### config.mk
export PLATFORM = sky130hd
export DESIGN_NAME = asfc_core
export DESIGN_NICKNAME = d
export VERILOG_FILES = /design/src/verilog/asfc_pkg.sv /design/src/verilog/asfc_core.sv
export SDC_FILE = /design/constraint.sdc
export NUM_CORES = 1
export LEC_CHECK = 0
export ABC_AREA = 0
export BUFFER_PORTS_ARGS = -buffer_cell sky130_fd_sc_hd__buf_2
export CORE_ASPECT_RATIO = 1.75
export CORE_MARGIN = 5
export CORE_UTILIZATION = 53
export CTS_BUF_LIST = sky130_fd_sc_hd__clkbuf_4
export DETAILED_ROUTE_END_ITERATION = 6
export PLACE_DENSITY = 0.73
export SYNTH_ARGS = -nofsm -noshare
export SYNTH_HDL_FRONTEND = slang
export SYNTH_SLANG_ARGS = --single-unit
### constraint.sdc
create_clock -name mclk -period 6.23 [get_ports mclk]
set_clock_uncertainty 0.2 [all_clocks]
set_input_delay 1.246 -clock mclk [delete_from_list [all_inputs] [get_ports mclk]]
set_output_delay 1.246 -clock mclk [all_outputs]
set_load 0.05 [all_outputs]
### src/verilog/asfc_pkg.sv
// asfc_pkg: shared constants and types for the async serial frame core
// assumes: single clock domain, no register bus
package asfc_pkg;
  // ---------------------------------------------------------------
  // character modes
  // ---------------------------------------------------------------
  typedef enum logic [2:0] {
    ASFC_MODE_7BIT = 3'h0,
    ASFC_MODE_8BIT = 3'h1,
    ASFC_MODE_8EVEN = 3'h2,
    ASFC_MODE_8ODD = 3'h3,
    ASFC_MODE_8ADDR = 3'h4
  } asfc_mode_t;

  // ---------------------------------------------------------------
  // widths and counts
  // ---------------------------------------------------------------
  localparam int ASFC_DIV_W = 16;
  localparam int ASFC_DATA_W = 9;
  localparam int ASFC_BIT_W = 4;
  localparam logic [3:0] ASFC_BITS_7 = 4'h7;
  localparam logic [3:0] ASFC_BITS_8 = 4'h8;
  localparam logic [ASFC_DIV_W-1:0] ASFC_DIV_ONE = 16'h0001;
  localparam logic [ASFC_DIV_W-1:0] ASFC_DIV_ZERO = 16'h0000;
  localparam logic [1:0] ASFC_STOP_ONE = 2'h1;
  localparam logic [1:0] ASFC_STOP_TWO = 2'h2;

  // line configuration shared by both directions
  typedef struct packed {
    asfc_mode_t mode;
    logic two_stop;
    logic [ASFC_DIV_W-1:0] baud_divisor;
  } asfc_cfg_t;

  // word with ninth bit (address flag on receive, zero in other modes; parity errors go to parity_err)
  typedef struct packed {
    logic ninth;
    logic [7:0] data;
  } asfc_word_t;

  // receive word with status
  typedef struct packed {
    logic framing_err;
    logic parity_err;
    asfc_word_t word;
  } asfc_rx_t;

  typedef enum logic [2:0] {
    ASFC_IDLE = 3'b000,
    ASFC_START = 3'b001,
    ASFC_DATA = 3'b011,
    ASFC_NINTH = 3'b010,
    ASFC_STOP = 3'b110
  } asfc_state_t;
endpackage
### src/verilog/asfc_core.sv
// asfc_core: asynchronous serial transmitter and receiver with one config
// assumes: rx_line already synchronous to mclk; tx pin sits behind an output enable
`timescale 1ns/1ns
`default_nettype none

module asfc_core (
  input wire logic mclk,
  input wire logic rst,
  input wire logic clk_en,
  input wire asfc_pkg::asfc_cfg_t cfg,
  input wire logic module_on,
  input wire logic transmitter_on,
  input wire logic receiver_on,
  input wire logic tx_output_invert,
  input wire logic pin_direction_control,
  input wire logic tx_valid,
  output logic tx_ready,
  input wire asfc_pkg::asfc_word_t tx_holding_buffer,
  output logic tx_busy,
  output logic tx_pin_out,
  output logic tx_pin_oe,
  input wire logic rx_line,
  output logic rx_valid,
  input wire logic rx_ready,
  output asfc_pkg::asfc_rx_t rx_holding_buffer,
  output logic rx_overrun
);
  import asfc_pkg::*;

  // ---------------------------------------------------------------
  // shared decode
  // ---------------------------------------------------------------
  // mode decode
  function automatic logic [3:0] data_bits(input asfc_mode_t m);
    data_bits = (m == ASFC_MODE_7BIT) ? ASFC_BITS_7 : ASFC_BITS_8;
  endfunction

  function automatic logic has_ninth(input asfc_mode_t m);
    has_ninth = (m == ASFC_MODE_8EVEN) || (m == ASFC_MODE_8ODD) || (m == ASFC_MODE_8ADDR);
  endfunction

  // even parity makes the count of ones even; odd makes it odd
  function automatic logic parity_of(input asfc_mode_t m, input logic [7:0] d, input logic addr);
    parity_of = (m == ASFC_MODE_8EVEN) ? ^d : (m == ASFC_MODE_8ODD) ? ~(^d) : addr;
  endfunction

  wire logic [ASFC_DIV_W-1:0] bit_period = (cfg.baud_divisor == ASFC_DIV_ZERO) ? ASFC_DIV_ONE : cfg.baud_divisor;
  wire logic [ASFC_DIV_W-1:0] half_period = {1'b0, bit_period[ASFC_DIV_W-1:1]};
  wire logic [3:0] nbits = data_bits(cfg.mode);
  wire logic ninth_on = has_ninth(cfg.mode);
  wire logic [1:0] nstop = cfg.two_stop ? ASFC_STOP_TWO : ASFC_STOP_ONE;
  wire logic tx_run = module_on && transmitter_on;
  wire logic rx_run = module_on && receiver_on;

  // ---------------------------------------------------------------
  // transmit path
  // ---------------------------------------------------------------
  asfc_state_t tx_state_reg, tx_state_next;
  logic [ASFC_DIV_W-1:0] tx_cnt_reg;
  logic [3:0] tx_bit_reg;
  logic [1:0] tx_stop_reg;
  logic [8:0] tx_shift_register;
  logic tx_line_reg;
  wire logic tx_tick = (tx_cnt_reg == ASFC_DIV_ONE);
  wire logic tx_load = (tx_state_reg == ASFC_IDLE) && tx_run && tx_valid;
  wire logic tx_last_data = (tx_bit_reg == nbits - 4'h1);
  wire logic tx_last_stop = (tx_stop_reg == nstop);

  assign tx_ready = (tx_state_reg == ASFC_IDLE) && tx_run;
  assign tx_busy = (tx_state_reg != ASFC_IDLE);

  always_comb
  begin
    tx_state_next = tx_state_reg;
    unique case (tx_state_reg)
      ASFC_IDLE: if (tx_load) tx_state_next = ASFC_START;
      ASFC_START: if (tx_tick) tx_state_next = ASFC_DATA;
      ASFC_DATA: if (tx_tick && tx_last_data) tx_state_next = ninth_on ? ASFC_NINTH : ASFC_STOP;
      ASFC_NINTH: if (tx_tick) tx_state_next = ASFC_STOP;
      ASFC_STOP: if (tx_tick && tx_last_stop) tx_state_next = ASFC_IDLE;
      default: tx_state_next = ASFC_IDLE;
    endcase
  end

  always_ff @(posedge mclk)
  begin
    if (rst)
    begin
      tx_state_reg <= ASFC_IDLE;
      tx_cnt_reg <= ASFC_DIV_ZERO;
      tx_bit_reg <= 4'h0;
      tx_stop_reg <= 2'h0;
      tx_shift_register <= 9'h000;
      tx_line_reg <= 1'b1;
    end
    else if (clk_en)
    begin
      tx_state_reg <= tx_state_next;
      if (tx_load)
      begin
        tx_shift_register <= {parity_of(cfg.mode, tx_holding_buffer.data, tx_holding_buffer.ninth),
                              tx_holding_buffer.data};
        tx_cnt_reg <= bit_period;
        tx_bit_reg <= 4'h0;
        tx_stop_reg <= ASFC_STOP_ONE;
        tx_line_reg <= 1'b0;
      end
      else if (tx_state_reg != ASFC_IDLE)
      begin
        tx_cnt_reg <= tx_tick ? bit_period : tx_cnt_reg - ASFC_DIV_ONE;
        if (tx_tick)
        begin
          unique case (tx_state_next)
            ASFC_DATA:
            begin
              tx_line_reg <= tx_shift_register[0];
              if (tx_state_reg == ASFC_DATA)
              begin
                tx_bit_reg <= tx_bit_reg + 4'h1;
              end
            end
            ASFC_NINTH:
            begin
              tx_line_reg <= tx_shift_register[0];
            end
            ASFC_STOP:
            begin
              tx_line_reg <= 1'b1;
              if (tx_state_reg == ASFC_STOP)
              begin
                tx_stop_reg <= tx_stop_reg + 2'h1;
              end
            end
            default: tx_line_reg <= 1'b1;
          endcase
          // every tick, start included, moves the next bit down
          tx_shift_register <= {1'b0, tx_shift_register[8:1]};
        end
      end
      else
      begin
        tx_line_reg <= 1'b1;
      end
    end
  end

  // invert acts combinationally on the pin
  assign tx_pin_out = tx_line_reg ^ tx_output_invert;
  assign tx_pin_oe = pin_direction_control;

  // ---------------------------------------------------------------
  // receive path
  // ---------------------------------------------------------------
  asfc_state_t rx_state_reg, rx_state_next;
  logic [ASFC_DIV_W-1:0] rx_cnt_reg;
  logic [3:0] rx_bit_reg;
  logic [8:0] rx_shift_reg;
  logic rx_prev_reg;
  logic rx_push_reg;
  asfc_rx_t rx_word_reg;
  wire logic rx_tick = (rx_cnt_reg == ASFC_DIV_ONE);
  // start on falling edge of idle line
  wire logic rx_fall = rx_prev_reg && !rx_line;
  wire logic rx_last_data = (rx_bit_reg == nbits - 4'h1);
  wire logic [7:0] rx_data = (cfg.mode == ASFC_MODE_7BIT) ? {1'b0, rx_shift_reg[8:2]} : rx_shift_reg[8:1];
  // ninth-bit modes keep the data one place lower
  wire logic [7:0] rx_data_n = rx_shift_reg[7:0];
  // wait to mid start bit; never zero so the count still ends
  wire logic [ASFC_DIV_W-1:0] rx_first_wait = (half_period == ASFC_DIV_ZERO) ? ASFC_DIV_ONE : half_period;

  always_comb
  begin
    rx_state_next = rx_state_reg;
    unique case (rx_state_reg)
      ASFC_IDLE: if (rx_run && rx_fall) rx_state_next = ASFC_START;
      ASFC_START: if (rx_tick) rx_state_next = rx_line ? ASFC_IDLE : ASFC_DATA;
      ASFC_DATA: if (rx_tick && rx_last_data) rx_state_next = ninth_on ? ASFC_NINTH : ASFC_STOP;
      ASFC_NINTH: if (rx_tick) rx_state_next = ASFC_STOP;
      ASFC_STOP: if (rx_tick) rx_state_next = ASFC_IDLE;
      default: rx_state_next = ASFC_IDLE;
    endcase
  end

  always_ff @(posedge mclk)
  begin
    if (rst)
    begin
      rx_state_reg <= ASFC_IDLE;
      rx_cnt_reg <= ASFC_DIV_ZERO;
      rx_bit_reg <= 4'h0;
      rx_shift_reg <= 9'h000;
      rx_prev_reg <= 1'b1;
      rx_push_reg <= 1'b0;
      rx_word_reg <= '0;
    end
    else if (clk_en)
    begin
      rx_prev_reg <= rx_line;
      rx_state_reg <= rx_state_next;
      rx_push_reg <= 1'b0;
      if (rx_state_reg == ASFC_IDLE)
      begin
        // first sample at mid start bit
        rx_cnt_reg <= rx_first_wait;
        rx_bit_reg <= 4'h0;
      end
      else if (rx_tick)
      begin
        rx_cnt_reg <= bit_period;
        if (rx_state_reg == ASFC_DATA || rx_state_reg == ASFC_NINTH)
        begin
          rx_shift_reg <= {rx_line, rx_shift_reg[8:1]};
          rx_bit_reg <= rx_bit_reg + 4'h1;
        end
        if (rx_state_reg == ASFC_STOP)
        begin
          rx_push_reg <= 1'b1;
          rx_word_reg.framing_err <= !rx_line;
          rx_word_reg.parity_err <= ((cfg.mode == ASFC_MODE_8EVEN) || (cfg.mode == ASFC_MODE_8ODD)) &&
                                    (rx_shift_reg[8] != parity_of(cfg.mode, rx_data_n, 1'b0));
          rx_word_reg.word.data <= ninth_on ? rx_data_n : rx_data;
          rx_word_reg.word.ninth <= (cfg.mode == ASFC_MODE_8ADDR) && rx_shift_reg[8];
        end
      end
      else
      begin
        rx_cnt_reg <= rx_cnt_reg - ASFC_DIV_ONE;
      end
    end
  end

  // ---------------------------------------------------------------
  // two-entry receive buffer
  // ---------------------------------------------------------------
  asfc_rx_t rx_buf_reg [0:1];
  logic rx_wr_reg, rx_rd_reg;
  logic [1:0] rx_cnt_q_reg;
  wire logic rx_full = (rx_cnt_q_reg == 2'h2);
  wire logic rx_pop = rx_valid && rx_ready;
  wire logic rx_put = rx_push_reg && !rx_full;

  assign rx_valid = (rx_cnt_q_reg != 2'h0);
  assign rx_holding_buffer = rx_buf_reg[rx_rd_reg];

  always_ff @(posedge mclk)
  begin
    if (rst)
    begin
      rx_wr_reg <= 1'b0;
      rx_rd_reg <= 1'b0;
      rx_cnt_q_reg <= 2'h0;
      rx_overrun <= 1'b0;
      rx_buf_reg[0] <= '0;
      rx_buf_reg[1] <= '0;
    end
    else if (clk_en)
    begin
      if (rx_put)
      begin
        rx_buf_reg[rx_wr_reg] <= rx_word_reg;
        rx_wr_reg <= !rx_wr_reg;
      end
      if (rx_pop)
      begin
        rx_rd_reg <= !rx_rd_reg;
      end
      rx_cnt_q_reg <= rx_cnt_q_reg + {1'b0, rx_put} - {1'b0, rx_pop};
      // sticky until reset: a word arrived with both entries full
      if (rx_push_reg && rx_full)
      begin
        rx_overrun <= 1'b1;
      end
    end
  end
endmodule

`default_nettype wire

Word-level counts from Yosys, hierarchy flattened
Memories as Yosys holds them, arrays and structs flattened. A register that Yosys moved wholly into a read port is not among the register bits.
Index checks and enable logic that the tools add are counted.
{ "classes": {"n_addsub": 8, "n_eq_ne": 27, "muxes": 63, "n_bitwise": 4, "n_reduce_logical": 52} }
{ "op_table": {"columns": ["op", "n"], "rows": [
  ["$mux 16", 6],
  ["$mux 4", 9],
  ["$mux 3", 11],
  ["$eq 16x1->1 const B", 2],
  ["$logic_not 16->1", 2],
  ["$sub 16x1->16 const B", 2],
  ["$pmux 3 s5", 2],
  ["$mux 9", 3],
  ["$eq 3x2->1 const B", 8],
  ["$mux 1", 21],
  ["$reduce_bool 2->1", 9],
  ["$mux 8", 2],
  ["$reduce_xor 8->1", 2],
  ["$mux 15", 1],
  ["$logic_and 1x1->1", 14],
  ["$mux 2", 7],
  ["$eq 3x3->1 const B", 4],
  ["$mux 11", 1],
  ["$reduce_or 11->1", 1],
  ["$ne 2x2->1 const B", 5],
  ["$reduce_and 2->1", 5],
  ["$reduce_and 5->1", 2],
  ["$logic_not 3->1", 3],
  ["$add 4x1->4 const B", 2],
  ["other kinds (19)", 30]
]} }
{ "totals": {"reg_bits": 85, "ram_bits": 22, "output_inout_bits": 17, "mem_count": 1} }
{ "memory_table": {"columns": ["memory", "depth", "width", "read_ports", "rd_ports_with_merged_regs", "write_ports", "line_no", "rtl"], "rows": [
  ["rx_buf_reg", 2, 11, 1, 1, 2, "asfc_core.sv:235", "asfc_rx_t rx_buf_reg [0:1];"]
]} }

Longest topological paths before layout
Gate-level depths: netlist of run 1.
{ "depth": {"ltp_word": 13, "mapped_depth": 10, "depth_no_buf": 10} }

Worst setup path before layout of run 1
OpenSTA, ideal clock, no wires.
{ "synth_path": {"path_kind": "input-to-output", "start": "in tx_output_invert", "end": "out tx_pin_out", "arrival_time_ns": 1.995, "slack_ns": 2.789, "stages": 1, "n_path_buf": 0, "path_cell_list": "xor2_1"} }
{ "synth_via": {"elab_chain_cells": 1} }
{ "synth_rtl": {"columns": ["item", "line_no", "rtl"], "rows": [
  ["from (decl)", "asfc_core.sv:14", "input wire logic tx_output_invert,"],
  ["$xor 1x1->1", "asfc_core.sv:148", "assign tx_pin_out = tx_line_reg ^ tx_output_invert;"],
  ["to (decl)", "asfc_core.sv:20", "output logic tx_pin_out,"]
]} }
No other way between the ends.

Worst setup path after layout of run 1
{ "layout_path": {"start": "reg rx_cnt_reg[2]", "end": "reg rx_word_reg[9] (netlist name)"} }
{ "layout_via": {"elab_chain_cells": 2} }
{ "layout_rtl": {"columns": ["item", "line_no", "rtl"], "rows": [
  ["from (decl)", "asfc_core.sv:155", "logic [ASFC_DIV_W-1:0] rx_cnt_reg;"],
  ["from (signal assigned)", "asfc_core.sv:204", "rx_cnt_reg <= rx_first_wait;"],
  ["from (signal assigned)", "asfc_core.sv:209", "rx_cnt_reg <= bit_period;"],
  ["from (signal assigned)", "asfc_core.sv:227", "rx_cnt_reg <= rx_cnt_reg - ASFC_DIV_ONE;"],
  ["$eq 16x1->1", "asfc_core.sv:161", "wire logic rx_tick = (rx_cnt_reg == ASFC_DIV_ONE);"],
  ["$reduce_and 4->1 (no line)", null, null],
  ["to (decl)", "asfc_core.sv:160", "asfc_rx_t rx_word_reg;"]
]} }
No other way between the ends.
A chain may end at the register's enable or synchronous reset.

==> impl_metrics.py, run 1 <==
metrics = {
    "placed_design": {
        "gp_congestion": 0.916,
        "dpl.cell_count": 860,
        "post-dp-hpwl_mm": 10.6,
        "place_area_um2": 6260,
        "port_buffers": 54,
    },
    "setup_path": {
        "crit_required_ns": 6.39,
        "critPathKind": "reg2reg",
        "start_kind": "register",
        "crit_fanout": 22,
        "reg2reg_slack_ns": 2.63,
        "arrival_ns": 3.76,
        "end_kind": "register",
    },
    "die": {
        "ios": 57,
        "dieArea_um2": 13700,
        "core_region_area_um2": 11100,
        "die_w_um": 90.5,
        "initial_utilization_pct": 54.1,
        "num_rows": 51,
        "dieHeight_um": 151,
    },
    "detailed_routing": {
        "routed-via-count": 5399,
        "viasPerCell": 6.16,
        "detail-route-antenna-nets": 0,
        "wl_mm": 14.8,
        "drt-initial-drc-count": 319,
        "drc": 0,
        "drt_pass1_iterations": 5,
        "wl_per_cell_um": 16.9,
    },
    "layout": {
        "final_area_um2": 6400,
        "multi_input_area_um2": 3380,
        "seq_area_um2": 2380,
        "largest_reg_flops": 22,
        "final_cells": 877,
        "n_fill_cell": 1040,
        "area_growth_pct": 6.52,
        "drive_above_1_share_pct": 15.5,
        "fin_nets": 787,
    },
    "yosys": {
        "synth_top_family_by_area": "simple AND/OR/NAND/NOR gates",
        "synth-xor-area-share_pct": 5.04,
        "synth_adder_area_share_pct": 1.67,
        "synth_top_area_share_pct": 28.6,
        "synthTopCellsByArea": "dfxtp_1 29%, edfxtp_1 11%, nor2_1 6.0%",
        "synth_simple_gate_area_share_pct": 25.7,
        "ys_top_cells_by_count": "96 x nor2_1, 86 x dfxtp_1, 77 x nand2_1, 56 x a21oi_1, 33 x o21ai_0",
        "muxShareOfSynthArea_pct": 4.37,
        "ys_seq_area_share_pct": 39.6,
        "syn_nets": 766,
        "syn_area_um2": 6010,
        "synth_async_sr_flop_share_pct": 0,
        "synth_compound_area_share_pct": 19.4,
        "ys_warn_count": 0,
        "synth_flop_cell": "dfxtp_1",
        "yosys.cell_types.count": 74,
        "synth_edf_count": 22,
        "syn_inst": 718,
        "yosys.area.top_type": "dfxtp_1",
        "synth_most_common_cell": "nor2_1",
        "avgSynthCellArea_um2": 8.37,
        "ys_seq_elements": 108,
    },
    "power_and_ir_drop": {
        "leakagePower_nw": 2.27,
        "combPwrFrac_pct": 19.8,
        "ir_drop_uv": 144,
        "pwr-share-seq_pct": 54.1,
        "swShare_pct": 31.5,
        "fin_total_pwr_mw": 1.41,
        "p_per_area_nw_per_um2": 219,
        "p_switching_mw": 0.442,
        "p_clk_share_pct": 26.1,
        "p_int_mw": 0.963,
    },
    "clock_tree": {
        "numClockSinks": 108,
        "tritoncts": "built",
        "htree_levels": 3,
        "cts_max_path_buffers": 2,
        "worstSkewPairLatency_ns": 0.46,
        "cts.clk_slew.worst_paths_ns": 0.16,
        "cts.repair.resized": 0,
        "cts_buffers": 9,
        "cts-hold-fix-buffers": 0,
        "cts_root_buf": "clkbuf_4",
        "post_cts_buffers": 0,
    },
    "global_routing": {
        "antenna_found_initial": 1,
        "grt.overflow.total": 0,
        "grt_max_degree": 93,
        "grt_pass1_vias": 5210,
        "grt_usage_pct": 21.8,
        "grt_pass1_wl_mm": 24.8,
    },
    "timing": {
        "holdWs_ns": 0.286,
        "min_period_over_period_pct": 57.8,
        "layout_min_cycle_time_ns": 3.60,
        "setup_violations": 0,
        "finalHoldViolCount": 0,
        "rsz0062_at_grt": "no",
        "tightest_slew_ns": 1.11,
        "fmax_ghz": 0.277,
        "tns_ns": 0,
        "slew_headroom_pct": 25.7,
        "finalMaxSlewViolations": 0,
    },
    "worst_hold_path": {
        "hold_path_class": "reg2reg",
    },
    "run_status": {
        "outcome": "finished clean",
    },
    "flow_run": {
        "drv_cap": 0,
    },
}
==> worst paths after layout <==
path            startpoint              to  depth (start not counted)
min             rx_overrun      rx_overrun                          2
max reg2reg  rx_cnt_reg[2]  rx_word_reg[9]                          4
max          rx_cnt_reg[2]  rx_word_reg[9]                          4
min reg2reg     rx_overrun      rx_overrun                          2
==> layout by cell type (no fill, tap or decap), drive strengths merged, types with 3 or more instances in the layout <==
cell / n
a211oi: 17
a21o: 4
a21oi: 58
a22oi: 7
a311oi: 12
a31oi: 4
a41oi: 3
and2: 27
and3: 4
buf: 57
clkbuf: 9
clkinv: 3
dfxtp: 86
edfxtp: 22
ha: 8
inv: 15
mux2: 18
mux2i: 6
nand2: 77
nand3: 17
nand3b: 5
nand4: 6
nand4b: 3
nor2: 98
nor2b: 6
nor3: 32
nor3b: 4
nor4: 13
o211ai: 6
o21ai: 38
o21bai: 3
o22ai: 9
o31ai: 4
or2: 4
or3: 6
xnor2: 17
xor2: 15
==> kinds of logic (layout without fill, tap and decap cells) <==
kind of cell / Yosys count / in the layout
simple gates: 306 / 306
compound gates: 180 / 180
flops: 108 / 108
buf+inv: 59 / 85
xor+xnor: 33 / 33
mux: 24 / 24
fa+ha+maj: 8 / 8
other cells: 0 / 1
==> stage by stage <==
stage,setup WS (ns),util (%)
after global routing,2.27,57.7
after global placement,2.45,56.4
final,2.63,57.7
after detailed placement,2.33,56.4
after CTS,2.66,57.6
after floorplan,2.79,-
==> power groups by stage <==
| stage | sequential [mW] | clock, mW | combinational, mW |
|---|---|---|---|
| floorplan | 0.768 | 0 | 0.213 |
| finish | 0.760 | 0.367 | 0.278 |
| CTS | 0.760 | 0.372 | 0.277 |
| global placement | 0.774 | 0 | 0.268 |
| global route | 0.765 | 0.402 | 0.307 |
| detailed placement | 0.775 | 0 | 0.275 |
==> worst max-delay path, stage by stage, from the launching register on <==
cell and delay, ns:
dfxtp_1 0.39, nor4_2 0.90, and4_1 0.65, nand4_1 0.78, o41ai_1 0.58
==> layer usage <==
metal,vias up,global-route usage [%],part of all wire (%)
met4,0,8.79,2.8
met5,-,0,0
met3,32,3.28,4.1
li1,2619,-,-
met1,2601,24.0,38
met2,147,41.4,55
==> layout make-up <==
type | instances | area share (%)
antenna | 1 | 0.0391
clock buffer | 9 | 1.06
clock inverter | 7 | 1.11
inverter | 12 | 0.704
multi-input combinational | 551 | 52.7
sequential | 108 | 37.2
tap | 132 | 2.58
timing repair buffer | 57 | 4.57
Power figures use the tool's default switching activity.
==> inputs of run 2 (changes only) <==
Clock period 6.23 ns to 3.5 ns, I/O delays scaled along.
==> run 2 against run 1 <==
Against the previous run: maximum frequency rose by 25%; critical path depth grew 2; via count down 0.17%; non-clock buffer count increased by 8; final cell count increased by 0.91%; die area unchanged; power rose by 80%.
==> impl_metrics.py, run 2 (same netlist as run 1, synthesis figures left out) <==
metrics = {
    "layout": {
        "n_fill_cell": 1042,
        "final_area_um2": 6470,
        "drive_above_1_share_pct": 16.5,
        "multi_input_area_um2": 3380,
        "seq_area_um2": 2380,
        "area_growth_pct": 7.68,
        "final_common_cell": "nor2_1",
        "final_cells": 885,
        "largest_reg_flops": 22,
        "fin_nets": 795,
        "final_cell_mix": "96 x nor2_1, 86 x dfxtp_1, 77 x nand2_1",
    },
    "global_routing": {
        "grt_usage_pct": 22.1,
        "grt_pass1_wl_mm": 25.0,
        "grt_pass1_vias": 5224,
        "antenna_found_initial": 1,
        "grt_max_degree": 58,
        "grt.overflow.total": 0,
    },
    "detailed_routing": {
        "wl_met3_um": 656,
        "wl_met2_mm": 8.16,
        "met1_length_mm": 5.53,
        "drt-initial-drc-count": 358,
        "wl_per_cell_um": 16.9,
        "viasPerCell": 6.09,
        "drt_pass1_iterations": 5,
        "drc": 0,
        "topRoutingLayerUsed": "met4",
        "detail-route-antenna-nets": 0,
        "routed-via-count": 5390,
        "wl_mm": 15.0,
    },
    "clock_tree": {
        "htree_levels": 3,
        "numClockSinks": 108,
        "cts_max_path_buffers": 2,
        "post_cts_buffers": 0,
        "worstSkewPairLatency_ns": 0.46,
        "cts-hold-fix-buffers": 0,
        "cts_buffers": 9,
        "cts_root_buf": "clkbuf_4",
        "cts.repair.resized": 0,
        "tritoncts": "built",
        "cts.clk_slew.worst_paths_ns": 0.18,
    },
    "setup_path": {
        "start_kind": "register",
        "worstPathCellList": "nor3_2 > nand3_2 > o21ai_2 > nand3_2 > or3_1 > a211oi_2",
        "crit_required_ns": 3.71,
        "crit_fanout": 23,
        "end_kind": "register",
        "arrival_ns": 3.08,
        "worst_path_max_delay_cell": "o21ai_2",
        "crit_path_frequent_cell": "nand3_2",
        "critPathKind": "reg2reg",
        "cpPeakStageDelay_ns": 0.73,
    },
    "power_and_ir_drop": {
        "fin_total_pwr_mw": 2.53,
        "ir_drop_uv": 253,
        "p_per_area_nw_per_um2": 391,
        "leakagePower_nw": 2.31,
    },
    "timing": {
        "finalHoldViolCount": 0,
        "rsz0062_at_grt": "no",
        "tns_ns": 0,
        "fmax_ghz": 0.348,
        "finalMaxSlewViolations": 0,
        "holdWs_ns": 0.296,
        "setup_violations": 0,
        "layout_min_cycle_time_ns": 2.88,
        "min_period_over_period_pct": 82.2,
        "slew_headroom_pct": 27.3,
        "tightest_slew_ns": 1.09,
    },
    "die": {
        "ios": 57,
        "initial_utilization_pct": 54.1,
        "die_w_um": 90.5,
        "num_rows": 51,
        "dieArea_um2": 13700,
        "core_region_area_um2": 11100,
        "dieHeight_um": 151,
    },
    "worst_hold_path": {
        "hold_path_class": "reg2reg",
    },
    "placed_design": {
        "place_area_um2": 6320,
        "dpl.cell_count": 868,
        "post-dp-hpwl_mm": 11.1,
        "port_buffers": 54,
        "gp_congestion": 0.885,
    },
    "flow_run": {
        "drv_cap": 0,
    },
    "run_status": {
        "outcome": "finished clean",
    },
}
run 2: cell types whose count changed in the layout (fill, tap and decap cells not counted):
cell and change:
clkinvlp_4 +1, clkinv_1 -1, buf_4 +8, inv_8 +1
clkinv_2 -1
run 2: critical path: cells and delay by family (launching register included):
family	cells	cell delay, ns
AND/OR/NAND/NOR	4	1.28
AO/OA/AOI/OAI	2	0.93
flip-flops	1	0.39
run 2: metal layers:
layer | vias to the layer above | track usage [%]
met5 | - | 0
li1 | 2640 | -
met1 | 2544 | 24.4
met2 | 163 | 41.2
met4 | 0 | 11.3
met3 | 43 | 2.68
run 2: final cells by class:
class | count | area share [%]
Timing Repair Buffer | 65 | 5.45
Tap cell | 132 | 2.55
Multi-Input combinational cell | 551 | 52.2
Clock inverter | 7 | 1.26
Clock buffer | 9 | 1.04
Antenna cell | 1 | 0.0387
Sequential cell | 108 | 36.8
Inverter | 12 | 0.696
run 2: report_power, final:
group          internal [mW]  switching, mW
logic                  0.187          0.316
registers               1.31         0.0430
clock network          0.230          0.443
run 2: stage by stage:
stage,setup WS [ns],util [%]
finish,0.625,58.3
global route,0.361,58.3
CTS,0.649,58.3
detailed placement,0.600,56.9
global placement,0.679,56.9
floorplan,1.04,-
run 2: final timing paths:
kind / from / endpoint / slack (ns) / cells after the start
setup / recovery: tx_cnt_reg[2] / tx_bit_reg[3] / 0.62 / 6
hold / removal: tx_shift_register[2] / tx_shift_register[1] / 0.30 / 2
setup reg to reg: tx_cnt_reg[2] / tx_bit_reg[3] / 0.62 / 6
hold reg to reg: tx_shift_register[2] / tx_shift_register[1] / 0.30 / 2
